$ cat src/ddr2_cmd_consts.svh
// Function
// - activate takes bank from bank_select and row from fourteen address bits.
// - read/write address gives start column and auto-precharge choice.
// - mode register may be rewritten later only while all banks precharged.
// - mode bits 2..0 select burst length, four or eight.
// - mode bit 3 picks sequential or interleaved order for both lengths.
// - mode bits 6..4 set read latency in clocks from read to data.
// - two low bank bits of mode write pick main or extended registers.
// - command decoded from clock enable now and one cycle earlier.
// - power-down on enable fall with no-op; exit on rise with no-op.
// - high byte-mask blocks its lane's write data; lanes independent.
// - row strobe low, column high: activate if write high, precharge if low.
// - row high, column low: read if write strobe high, write if low.
// - commands with enable high both cycles ignored while chip select sampled high; power-down entry and exits still decoded.
`ifndef DDR2_CMD_CONSTS_SVH
`define DDR2_CMD_CONSTS_SVH
`define BL_FOUR        3'h2
`define BL_EIGHT       3'h3
`define MR_BL_LSB      0
`define MR_ORDER_BIT   3
`define MR_CL_LSB      4
`define MR_DLLRST_BIT  8
`define MR_WR_LSB      9
`define AP_BIT         10
`define SEL_MAIN       2'h0
`define SEL_EXT1       2'h1
`define SEL_EXT2       2'h2
`define SEL_EXT3       2'h3
`endif

$ cat src/ddr2_cmd_pkg.sv
package ddr2_cmd_pkg;
  typedef enum logic [3:0] {
    CMD_NONE     = 4'h0,
    CMD_ACT      = 4'h1,
    CMD_PRE      = 4'h2,
    CMD_READ     = 4'h3,
    CMD_WRITE    = 4'h4,
    CMD_MODE     = 4'h5,
    CMD_REFRESH  = 4'h6,
    CMD_SR_ENTER = 4'h7,
    CMD_SR_EXIT  = 4'h8,
    CMD_PD_ENTER = 4'h9,
    CMD_PD_EXIT  = 4'ha
  } cmd_t;
  typedef enum logic [1:0] {
    PWR_ON    = 2'h0,
    PWR_DOWN  = 2'h1,
    PWR_SREF  = 2'h2
  } pwr_t;
  typedef struct packed {
    logic        cs_n;
    logic        ras_n;
    logic        cas_n;
    logic        we_n;
    logic        cke;
    logic [2:0]  bank_select;
    logic [13:0] addr;
  } pins_t;
  typedef struct packed {
    logic [2:0] burst_len;
    logic       interleaved;
    logic [2:0] read_latency;
    logic       dll_reset;
    logic [2:0] write_recovery;
  } mode_t;
  typedef struct packed {
    logic [2:0]  bank;
    logic [13:0] row;
    logic [9:0]  column;
    logic        auto_pre;
  } access_t;
endpackage

$ cat src/ddr2_cmd_decode.sv
`timescale 1ns/1ps
`include "ddr2_cmd_consts.svh"
module ddr2_cmd_decode #(
  parameter int BANKS = 8
) (
  input  wire logic                  clk_i,
  input  wire logic                  reset_i,
  input  wire ddr2_cmd_pkg::pins_t   pins_i,
  input  wire logic                  low_byte_mask_i,
  input  wire logic                  high_byte_mask_i,
  input  wire logic [15:0]           write_data_i,
  output logic [3:0]                 cmd_o,
  output ddr2_cmd_pkg::access_t      access_o,
  output ddr2_cmd_pkg::mode_t        mode_o,
  output logic [13:0]                ext1_o,
  output logic [13:0]                ext2_o,
  output logic [13:0]                ext3_o,
  output logic [BANKS-1:0]           bank_open_o,
  output logic [1:0]                 power_state_o,
  output logic                       burst_is_eight_o,
  output logic [15:0]                masked_data_o,
  output logic [1:0]                 lane_write_o
);
  import ddr2_cmd_pkg::*;

  // ----------------------------------------
  // input synchronisers
  // ----------------------------------------
  pins_t        pins_meta_reg;
  pins_t        pins_reg;
  logic [17:0]  dat_meta_reg;
  logic [17:0]  dat_reg;
  logic         cke_prev_reg;
  always_ff @(posedge clk_i) begin
    pins_meta_reg <= pins_i;
    pins_reg      <= pins_meta_reg;
    dat_meta_reg  <= {high_byte_mask_i, low_byte_mask_i, write_data_i};
    dat_reg       <= dat_meta_reg;
  end
  always_ff @(posedge clk_i) begin
    if (reset_i) begin
      cke_prev_reg <= 1'b0;
    end else begin
      cke_prev_reg <= pins_reg.cke;
    end
  end

  // ----------------------------------------
  // command decode
  // ----------------------------------------
  cmd_t cmd_next;
  logic nop_or_desel;
  assign nop_or_desel = pins_reg.cs_n | (pins_reg.ras_n & pins_reg.cas_n & pins_reg.we_n);
  always_comb begin
    cmd_next = CMD_NONE;
    case ({cke_prev_reg, pins_reg.cke})
      2'b11: begin
        if (!pins_reg.cs_n) begin
          case ({pins_reg.ras_n, pins_reg.cas_n, pins_reg.we_n})
            3'b011:  cmd_next = CMD_ACT;
            3'b010:  cmd_next = CMD_PRE;
            3'b101:  cmd_next = CMD_READ;
            3'b100:  cmd_next = CMD_WRITE;
            3'b000:  cmd_next = CMD_MODE;
            3'b001:  cmd_next = CMD_REFRESH;
            default: cmd_next = CMD_NONE;
          endcase
        end
      end
      2'b10: begin
        if (!pins_reg.cs_n && {pins_reg.ras_n, pins_reg.cas_n, pins_reg.we_n} == 3'b001) begin
          cmd_next = CMD_SR_ENTER;
        end else if (nop_or_desel) begin
          cmd_next = CMD_PD_ENTER;
        end
      end
      2'b01: begin
        if (nop_or_desel) begin
          cmd_next = (power_state_o == PWR_SREF) ? CMD_SR_EXIT : CMD_PD_EXIT;
        end
      end
      default: cmd_next = CMD_NONE;
    endcase
  end
  always_ff @(posedge clk_i) begin
    if (reset_i) begin
      cmd_o <= CMD_NONE;
    end else begin
      cmd_o <= cmd_next;
    end
  end

  // ----------------------------------------
  // bank state and addressing
  // ----------------------------------------
  logic all_idle;
  assign all_idle = ~|bank_open_o;
  genvar b;
  generate
    for (b = 0; b < BANKS; b++) begin : g_bank
      always_ff @(posedge clk_i) begin
        if (reset_i) begin
          bank_open_o[b] <= 1'b0;
        end else if (cmd_next == CMD_ACT && pins_reg.bank_select == 3'(b)) begin
          bank_open_o[b] <= 1'b1;
        end else if (cmd_next == CMD_PRE
                     && (pins_reg.addr[`AP_BIT] || pins_reg.bank_select == 3'(b))) begin
          bank_open_o[b] <= 1'b0;
        end else if ((cmd_next == CMD_READ || cmd_next == CMD_WRITE)
                     && pins_reg.addr[`AP_BIT] && pins_reg.bank_select == 3'(b)) begin
          bank_open_o[b] <= 1'b0;
        end
      end
    end
  endgenerate
  always_ff @(posedge clk_i) begin
    if (reset_i) begin
      access_o <= '0;
    end else if (cmd_next == CMD_ACT) begin
      access_o.bank <= pins_reg.bank_select;
      access_o.row  <= pins_reg.addr;
    end else if (cmd_next == CMD_READ || cmd_next == CMD_WRITE) begin
      access_o.bank     <= pins_reg.bank_select;
      access_o.column   <= pins_reg.addr[9:0];
      access_o.auto_pre <= pins_reg.addr[`AP_BIT];
    end
  end

  // ----------------------------------------
  // mode registers
  // ----------------------------------------
  always_ff @(posedge clk_i) begin
    if (reset_i) begin
      mode_o <= '0;
      ext1_o <= '0;
      ext2_o <= '0;
      ext3_o <= '0;
    end else if (cmd_next == CMD_MODE && all_idle) begin
      case (pins_reg.bank_select[1:0])
        `SEL_MAIN: begin
          mode_o.burst_len      <= pins_reg.addr[`MR_BL_LSB +: 3];
          mode_o.interleaved    <= pins_reg.addr[`MR_ORDER_BIT];
          mode_o.read_latency   <= pins_reg.addr[`MR_CL_LSB +: 3];
          mode_o.dll_reset      <= pins_reg.addr[`MR_DLLRST_BIT];
          mode_o.write_recovery <= pins_reg.addr[`MR_WR_LSB +: 3];
        end
        `SEL_EXT1: ext1_o <= pins_reg.addr;
        `SEL_EXT2: ext2_o <= pins_reg.addr;
        `SEL_EXT3: ext3_o <= pins_reg.addr;
        default:   ext3_o <= ext3_o;
      endcase
    end
  end
  assign burst_is_eight_o = (mode_o.burst_len == `BL_EIGHT);

  // ----------------------------------------
  // power state
  // ----------------------------------------
  pwr_t pwr_reg;
  assign power_state_o = pwr_reg;
  always_ff @(posedge clk_i) begin
    if (reset_i) begin
      pwr_reg <= PWR_ON;
    end else begin
      case (cmd_next)
        CMD_SR_ENTER: pwr_reg <= PWR_SREF;
        CMD_PD_ENTER: pwr_reg <= PWR_DOWN;
        CMD_SR_EXIT,
        CMD_PD_EXIT:  pwr_reg <= PWR_ON;
        default:      pwr_reg <= pwr_reg;
      endcase
    end
  end

  // ----------------------------------------
  // write byte masking
  // ----------------------------------------
  always_ff @(posedge clk_i) begin
    if (reset_i) begin
      masked_data_o <= '0;
      lane_write_o  <= '0;
    end else begin
      lane_write_o  <= ~dat_reg[17:16];
      masked_data_o <= {dat_reg[17] ? 8'h00 : dat_reg[15:8],
                        dat_reg[16] ? 8'h00 : dat_reg[7:0]};
    end
  end

  // ----------------------------------------
  // checks
  // ----------------------------------------
  chk_cs_masks: assert property (@(posedge clk_i) disable iff (reset_i)
    pins_reg.cs_n && cke_prev_reg && pins_reg.cke |=> cmd_o == CMD_NONE)
    else $error("command taken with chip select high");
  chk_act_row: assert property (@(posedge clk_i) disable iff (reset_i)
    cmd_next == CMD_ACT |=> access_o.row == $past(pins_reg.addr) && bank_open_o[access_o.bank])
    else $error("activate row or bank not captured");
  chk_ap_close: assert property (@(posedge clk_i) disable iff (reset_i)
    cmd_next == CMD_READ && pins_reg.addr[`AP_BIT] |=> !bank_open_o[access_o.bank] && access_o.auto_pre)
    else $error("auto precharge not applied");
  chk_mode_busy: assert property (@(posedge clk_i) disable iff (reset_i)
    cmd_next == CMD_MODE && !all_idle |=> $stable(mode_o))
    else $error("mode written with open bank");
  chk_mode_sel: assert property (@(posedge clk_i) disable iff (reset_i)
    cmd_next == CMD_MODE && all_idle && pins_reg.bank_select[1:0] == `SEL_EXT2
    |=> ext2_o == $past(pins_reg.addr) && $stable(mode_o))
    else $error("extended register two not selected");
  chk_sref_enter: assert property (@(posedge clk_i) disable iff (reset_i)
    cmd_next == CMD_SR_ENTER |=> power_state_o == PWR_SREF)
    else $error("self refresh not entered");
  chk_pd_cycle: assert property (@(posedge clk_i) disable iff (reset_i)
    power_state_o == PWR_DOWN && cmd_next == CMD_PD_EXIT |=> power_state_o == PWR_ON)
    else $error("power-down not exited");
  chk_lane_mask: assert property (@(posedge clk_i) disable iff (reset_i)
    dat_reg[16] |=> masked_data_o[7:0] == 8'h00 && !lane_write_o[0])
    else $error("masked low lane written");
  chk_burst_len: assert property (@(posedge clk_i) disable iff (reset_i)
    cmd_next == CMD_MODE && all_idle && pins_reg.bank_select[1:0] == `SEL_MAIN
    && pins_reg.addr[2:0] == `BL_EIGHT |=> burst_is_eight_o)
    else $error("burst length eight not selected");
  chk_order_bit: assert property (@(posedge clk_i) disable iff (reset_i)
    cmd_next == CMD_MODE && all_idle && pins_reg.bank_select[1:0] == `SEL_MAIN
    |=> mode_o.interleaved == $past(pins_reg.addr[3]))
    else $error("order bit not stored");
  chk_latency: assert property (@(posedge clk_i) disable iff (reset_i)
    cmd_next == CMD_MODE && all_idle && pins_reg.bank_select[1:0] == `SEL_MAIN
    |=> mode_o.read_latency == $past(pins_reg.addr[6:4]))
    else $error("read latency not stored");
endmodule

$ cat config.mk
export PLATFORM = sky130hd
export DESIGN_NAME = ddr2_cmd_decode
export DESIGN_NICKNAME = d
export VERILOG_FILES = /design/src/ddr2_cmd_pkg.sv /design/src/ddr2_cmd_decode.sv
export VERILOG_INCLUDE_DIRS = /design/src /design/src/src
export SDC_FILE = /design/constraint.sdc
export NUM_CORES = 1
export LEC_CHECK = 0
export BUFFER_PORTS_ARGS = -buffer_cell sky130_fd_sc_hd__buf_2
export CORE_MARGIN = 4
export CORE_UTILIZATION = 47
export CTS_CLUSTER_DIAMETER = 120
export CTS_CLUSTER_SIZE = 20
export DETAILED_ROUTE_END_ITERATION = 7
export PLACE_DENSITY = 0.78
export SYNTH_ARGS = -nofsm -noshare
export SYNTH_HDL_FRONTEND = slang
export SYNTH_SLANG_ARGS = --single-unit
export TNS_END_PERCENT = 100
$ cat constraint.sdc
create_clock -name clk_i -period 1.9 [get_ports clk_i]
set_clock_uncertainty 0.05 [all_clocks]
set_input_delay 0.38 -clock clk_i [delete_from_list [all_inputs] [get_ports clk_i]]
set_output_delay 0.38 -clock clk_i [all_outputs]
set_load 0.005 [all_outputs]
After elaboration in Yosys (flattened, before gate mapping)
Cells that the tools add are included.

Bits in registers: 194.

Equality and inequality tests: 29. Multiplexer cells: 34. Bitwise gates (word level): 5. Reductions and logical operators: 60.

Operators with widths (count): $logic_and A1 B1 Y1 (27); $reduce_bool A3 Y1 (9); $mux W1 (24); $eq A3 B3 Y1 const B (6); $pmux W3 S6 (1); $eq A3 B2 Y1 const B (5); $eq A4 B3 Y1 const B (3); $eq A4 B4 Y1 const B (3); $mux W4 (3); $pmux W4 S3 (1); $eq A2 B2 Y1 const B (5); $reduce_and A2 Y1 (5); $logic_or A1 B1 Y1 (9); $mux W3 (3); $eq A4 B2 Y1 const B (2); $reduce_or A8 Y1 (1); $eq A3 B1 Y1 const B (2); $logic_not A3 Y1 (2); $pmux W2 S3 (1); $reduce_or A2 Y1 (3); $eq A2 B1 Y1 const B (2); $eq A4 B1 Y1 const B (1); $and A1 B1 Y1 (2); $logic_not A1 Y1 (2); 6 further kinds (6).

Logic depth before layout (Yosys ltp)
Word-level depth: 13. Gate-level depth with buffers: 8.

Least setup slack after synthesis
OpenSTA, ideal clock, no wires.

Kind: reg2reg. Start: reg cke_prev_reg. End: reg ext3_o[10]. Setup time: 0.128 ns. Arrival time: 1.842 ns. Data required time: 1.722 ns. Path slack: -0.120 ns. Stages on the path, launching flop included: 9. Buffers on the path: 3. Cell sequence: dfxtp_1 > buf_4 > or4b_1 > nor3_2 > o2111a_1 > buf_4 > buf_6 > mux2i_1 > nor2_1.

Longest elaborated chain between the ends: 5. Elaborated cells between the ends (all ways): 7.

RTL lines: start: declaration (RTL line ddr2_cmd_decode.sv:33) `logic cke_prev_reg;`; start signal: assignment (RTL line ddr2_cmd_decode.sv:44) `cke_prev_reg <= pins_reg.cke;`; $eq A2 B1 Y1 / $eq A2 B2 Y1 (equally long branches) (RTL line ddr2_cmd_decode.sv:56) `case ({cke_prev_reg, pins_reg.cke})`; $pmux W4 S3 (*) (RTL line ddr2_cmd_decode.sv:56); $eq A4 B3 Y1 (*) (RTL line ddr2_cmd_decode.sv:138) `end else if (cmd_next == CMD_MODE && all_idle) begin`; $logic_and A1 B1 Y1 (*) (RTL line ddr2_cmd_decode.sv:138); $reduce_and A2 Y1 (no line) (*); end signal: assignment (RTL line ddr2_cmd_decode.sv:149) `` `SEL_EXT3: ext3_o <= pins_reg.addr; ``; end signal: assignment (RTL line ddr2_cmd_decode.sv:150) `default: ext3_o <= ext3_o;`; end: declaration (RTL line ddr2_cmd_decode.sv:17) `output logic [13:0] ext3_o,`.

Mark *: on every way between the ends. The rest lies on a longest branch, timed or not. A chain may end at the register's enable or synchronous reset.

Worst setup path after layout
Start: reg pins_reg[20] in the netlist's numbering. End: reg ext3_o[5].

Longest elaborated chain between the ends: 9. Elaborated cells between the ends (all ways): 19.

RTL lines: start: declaration (RTL line ddr2_cmd_decode.sv:30) `pins_t pins_reg;`; start signal: assignment (RTL line ddr2_cmd_decode.sv:36) `pins_reg <= pins_meta_reg;`; $and A1 B1 Y1 (2 in a row) (RTL line ddr2_cmd_decode.sv:53) `assign nop_or_desel = pins_reg.cs_n | (pins_reg.ras_n & pins_reg.cas_n & pins_reg.we_n);`; $or A1 B1 Y1 (RTL line ddr2_cmd_decode.sv:53); $mux W4 (RTL line ddr2_cmd_decode.sv:73) `end else if (nop_or_desel) begin`; $mux W4 (RTL line ddr2_cmd_decode.sv:71) `if (!pins_reg.cs_n && {pins_reg.ras_n, pins_reg.cas_n, pins_reg.we_n} == 3'b001) begin`; $pmux W4 S3 (*) (RTL line ddr2_cmd_decode.sv:56); $eq A4 B3 Y1 (*) (RTL line ddr2_cmd_decode.sv:138); $logic_and A1 B1 Y1 (*) (RTL line ddr2_cmd_decode.sv:138); $reduce_and A2 Y1 (no line) (*).

Marked as above.

==> out/results.txt <==
R2R Path End: ext3_o[5]
CTS tree: yes
Finished Cell Area: 8650 µm²
ANT nets after route: 0
Normalized max-slew margin: 58.1%
DR WL/cell: 17.6 µm
Vias per inst: 4.95
Via count: 4,718
Die Span Y: 121 µm
Initial Utilization: 47.8%
Synthesized area: 6040 µm²
Commonest cells post-synth: dfxtp_1, mux2i_1, nor2_1
Ys Warns: 0
Post-Syn Instances: 528
Number of distinct library cells after synthesis: 50
Non-Filler Instances: 953
Seq/Total Area, Yosys: 64.3%
Period utilization: 106%
Reg2reg start: pins_reg[20]
Reg-to-reg slack, setup: -0.12 ns
VDD IR max: 0.000996 V
Die width: 121 µm
Max-cap violations: 0
CP Capture Type: register
Initial detailed-routing violation count: 377
Clk slew on worst S/H paths: 0.07 ns
Slew @ Worst Pin: 0.629 ns
Vias in the first global route: 4,911
Row count: 41
Core Util, Final: 68.6%
Critical Path RT: 2.16 ns
Pin count of the biggest net entering global routing: 86
DRC Markers: 0
Filler Cell Count: 902
Pre-antenna DRT Iters: 5
RSZ-0062 raised after global routing: true
Uppermost layer routed: met4
Final min period: 2.02 ns
Met1 WL: 6.91 mm
Reg2Reg Depth: 7
Fin. Hold Viols: 0
Synth async-reset ratio: 0%
Synth top area cells: dfxtp_1, mux2i_1, nor2_1, nand2_1, and2_1
Clock sink count: 194
H-tree depth: 4
Min-delay worst type: reg -> reg
Final setup violation count: 70
Share of the synthesized area in the top cell type: 64.3%
Critical path class: reg -> reg
CTS root buf: clkbuf_16
WHS Endpoint: pins_reg[18]
Clk Latency, worst-skew pair: 0.43 ns
First-pass GRT wire length: 25.2 mm
Global route overflow: 0
Yosys reg bits: 194
DPL Wire Length: 10.4 mm
Full die area: 14,700 µm²
Final Slew Violations: 0
Clock buffer count from CTS: 17
# nets final: 811
Antenna cells: 0
GRT Util Overall: 22.4%
Total power: 8.17 mW
Outcome: complete, but fails checks
Total wire length: 16.7 mm
Fmax: 495 MHz
DR WL met3: 1.04 mm
Layout area overhead: 43.4%
Synthesized Nets: 570
Leak pwr: 4.13 nW
Core Region: 12,600 µm²
Initial antenna violation count: 0
Failing checks: negative setup slack
Max reg flops: 28
Final WS setup: -0.122 ns
Top-count cell post-synth: dfxtp_1
Pwr per Cell Area: 944 nW/µm²
Top_reg_cell synth: dfxtp_1
Max Root-Sink Buffers: 2
CP startpoint kind: register
Worst path arrival time: 2.28 ns
CP max FO: 7
Synth Area per Inst: 11.4 µm²
Hold Crit Start: pins_meta_reg[18]
Placed inst area: 7310 µm²
Cells after DPL: 867
WL met2: 8.36 mm
Hold-critical path depth: 0
Routability Congestion: 0.840
Number of I/O pins: 156
Buffers added on ports: 155
Leading area contributor after synthesis: dfxtp_1
Number of enable flip-flop cells after synthesis: 0
Layout cell share with drive strength beyond 1: 37.5%
Total negative slack: -3.72 ns
[critical path: stages (launching register included)]
cell and delay, ns:
dfxtp_4 0.40, clkbuf_2 0.20, nor2b_4 0.23, o211a_2 0.28, o2111a_2 0.30, buf_12 0.15, mux2i_2 0.24, nor2_1 0.06
[worst max path at each step]
stage	startpoint	end	slack, ns	cells past startpoint
floorplan	cke_prev_reg	ext3_o[10]	-0.06	8
global placement	pins_reg[20]	access_o[0]	-0.06	6
detailed placement	pins_reg[20]	bank_open_o[1]	-0.18	5
CTS	bank_open_o[2]	ext3_o[5]	-0.09	6
global route	pins_reg[20]	ext3_o[5]	-0.18	7
finish	pins_reg[20]	ext3_o[5]	-0.12	7
[logic make-up (layout without fill, tap and decap cells)]
kind of cell / Yosys count / in the layout / synth area share (%)
multiplexers: 69 / 70 / 11.5
AO/OA/AOI/OAI: 62 / 62 / 8.48
XOR/XNOR: 2 / 2 / 0.290
AND/OR/NAND/NOR: 173 / 173 / 13.1
buffers and inverters: 28 / 280 / 2.28
flip-flops: 194 / 194 / 64.3
[final cells by class]
type                       count  area (µm²)  share of cell area (%)
clock buffer                  18         439                    5.07
timing repair buffer         248        1710                    19.7
multi-input combinational    307        2250                    26.0
inverter                       1        3.75                  0.0434
clock inverter                13         140                    1.62
sequential                   194        3900                    45.1
tap                          172         215                    2.49
[timing repair]
action / 4_1_cts / 5_1_grt
gates cloned: 2 / 1
gates resized for setup: 29 / 25
setup endpoints to repair: 78 / 76
setup buffers: 6 / 6
endpoints found under the hold margin: 40 / 0
pin swaps: 4 / 9
hold buffers: 40 / 0
[power breakdown]
part	internal, mW	total (mW)	switching (mW)	leakage, nW
clock	1.78	3.47	1.69	0.280
sequential	4.18	4.26	0.0801	1.60
combinational	0.233	0.435	0.201	2.25
[through the flow]
step	worst slack (ns)	hold WS, ns
2_1_floorplan	-0.0638	0.260
3_3_place_gp	-0.0624	0.260
3_5_place_dp	-0.181	0.262
4_1_cts	-0.0889	0.276
5_1_grt	-0.175	0.284
6_report	-0.122	0.275
[cells in the final DEF, fill, tap and decap left out, drive strengths merged, types with 2 or more instances in the layout]
cell / netlist / final
mux2i: 68 / 68
a211oi: 10 / 10
inv: 0 / 7
o21ai: 9 / 9
nor2b: 10 / 10
clkinv: 1 / 6
dfxtp: 194 / 194
a21oi: 17 / 17
buf: 12 / 206
dlygate4sd3: 0 / 40
nor3: 3 / 3
and2: 20 / 20
nand2: 58 / 58
o2111a: 2 / 2
clkbuf: 15 / 20
mux2: 1 / 2
o2111ai: 3 / 3
nor2: 64 / 64
nand3b: 2 / 2
nand2b: 6 / 6
or3: 2 / 2
a22oi: 8 / 8
a2111oi: 2 / 2
[per-layer routing]
metal	track usage, %	up-vias
met5	0	-
li1	-	2269
met4	10.6	0
met1	26.0	2239
met2	37.7	172
met3	6.95	38
Note: power is estimated with default switching activity, not from simulation.
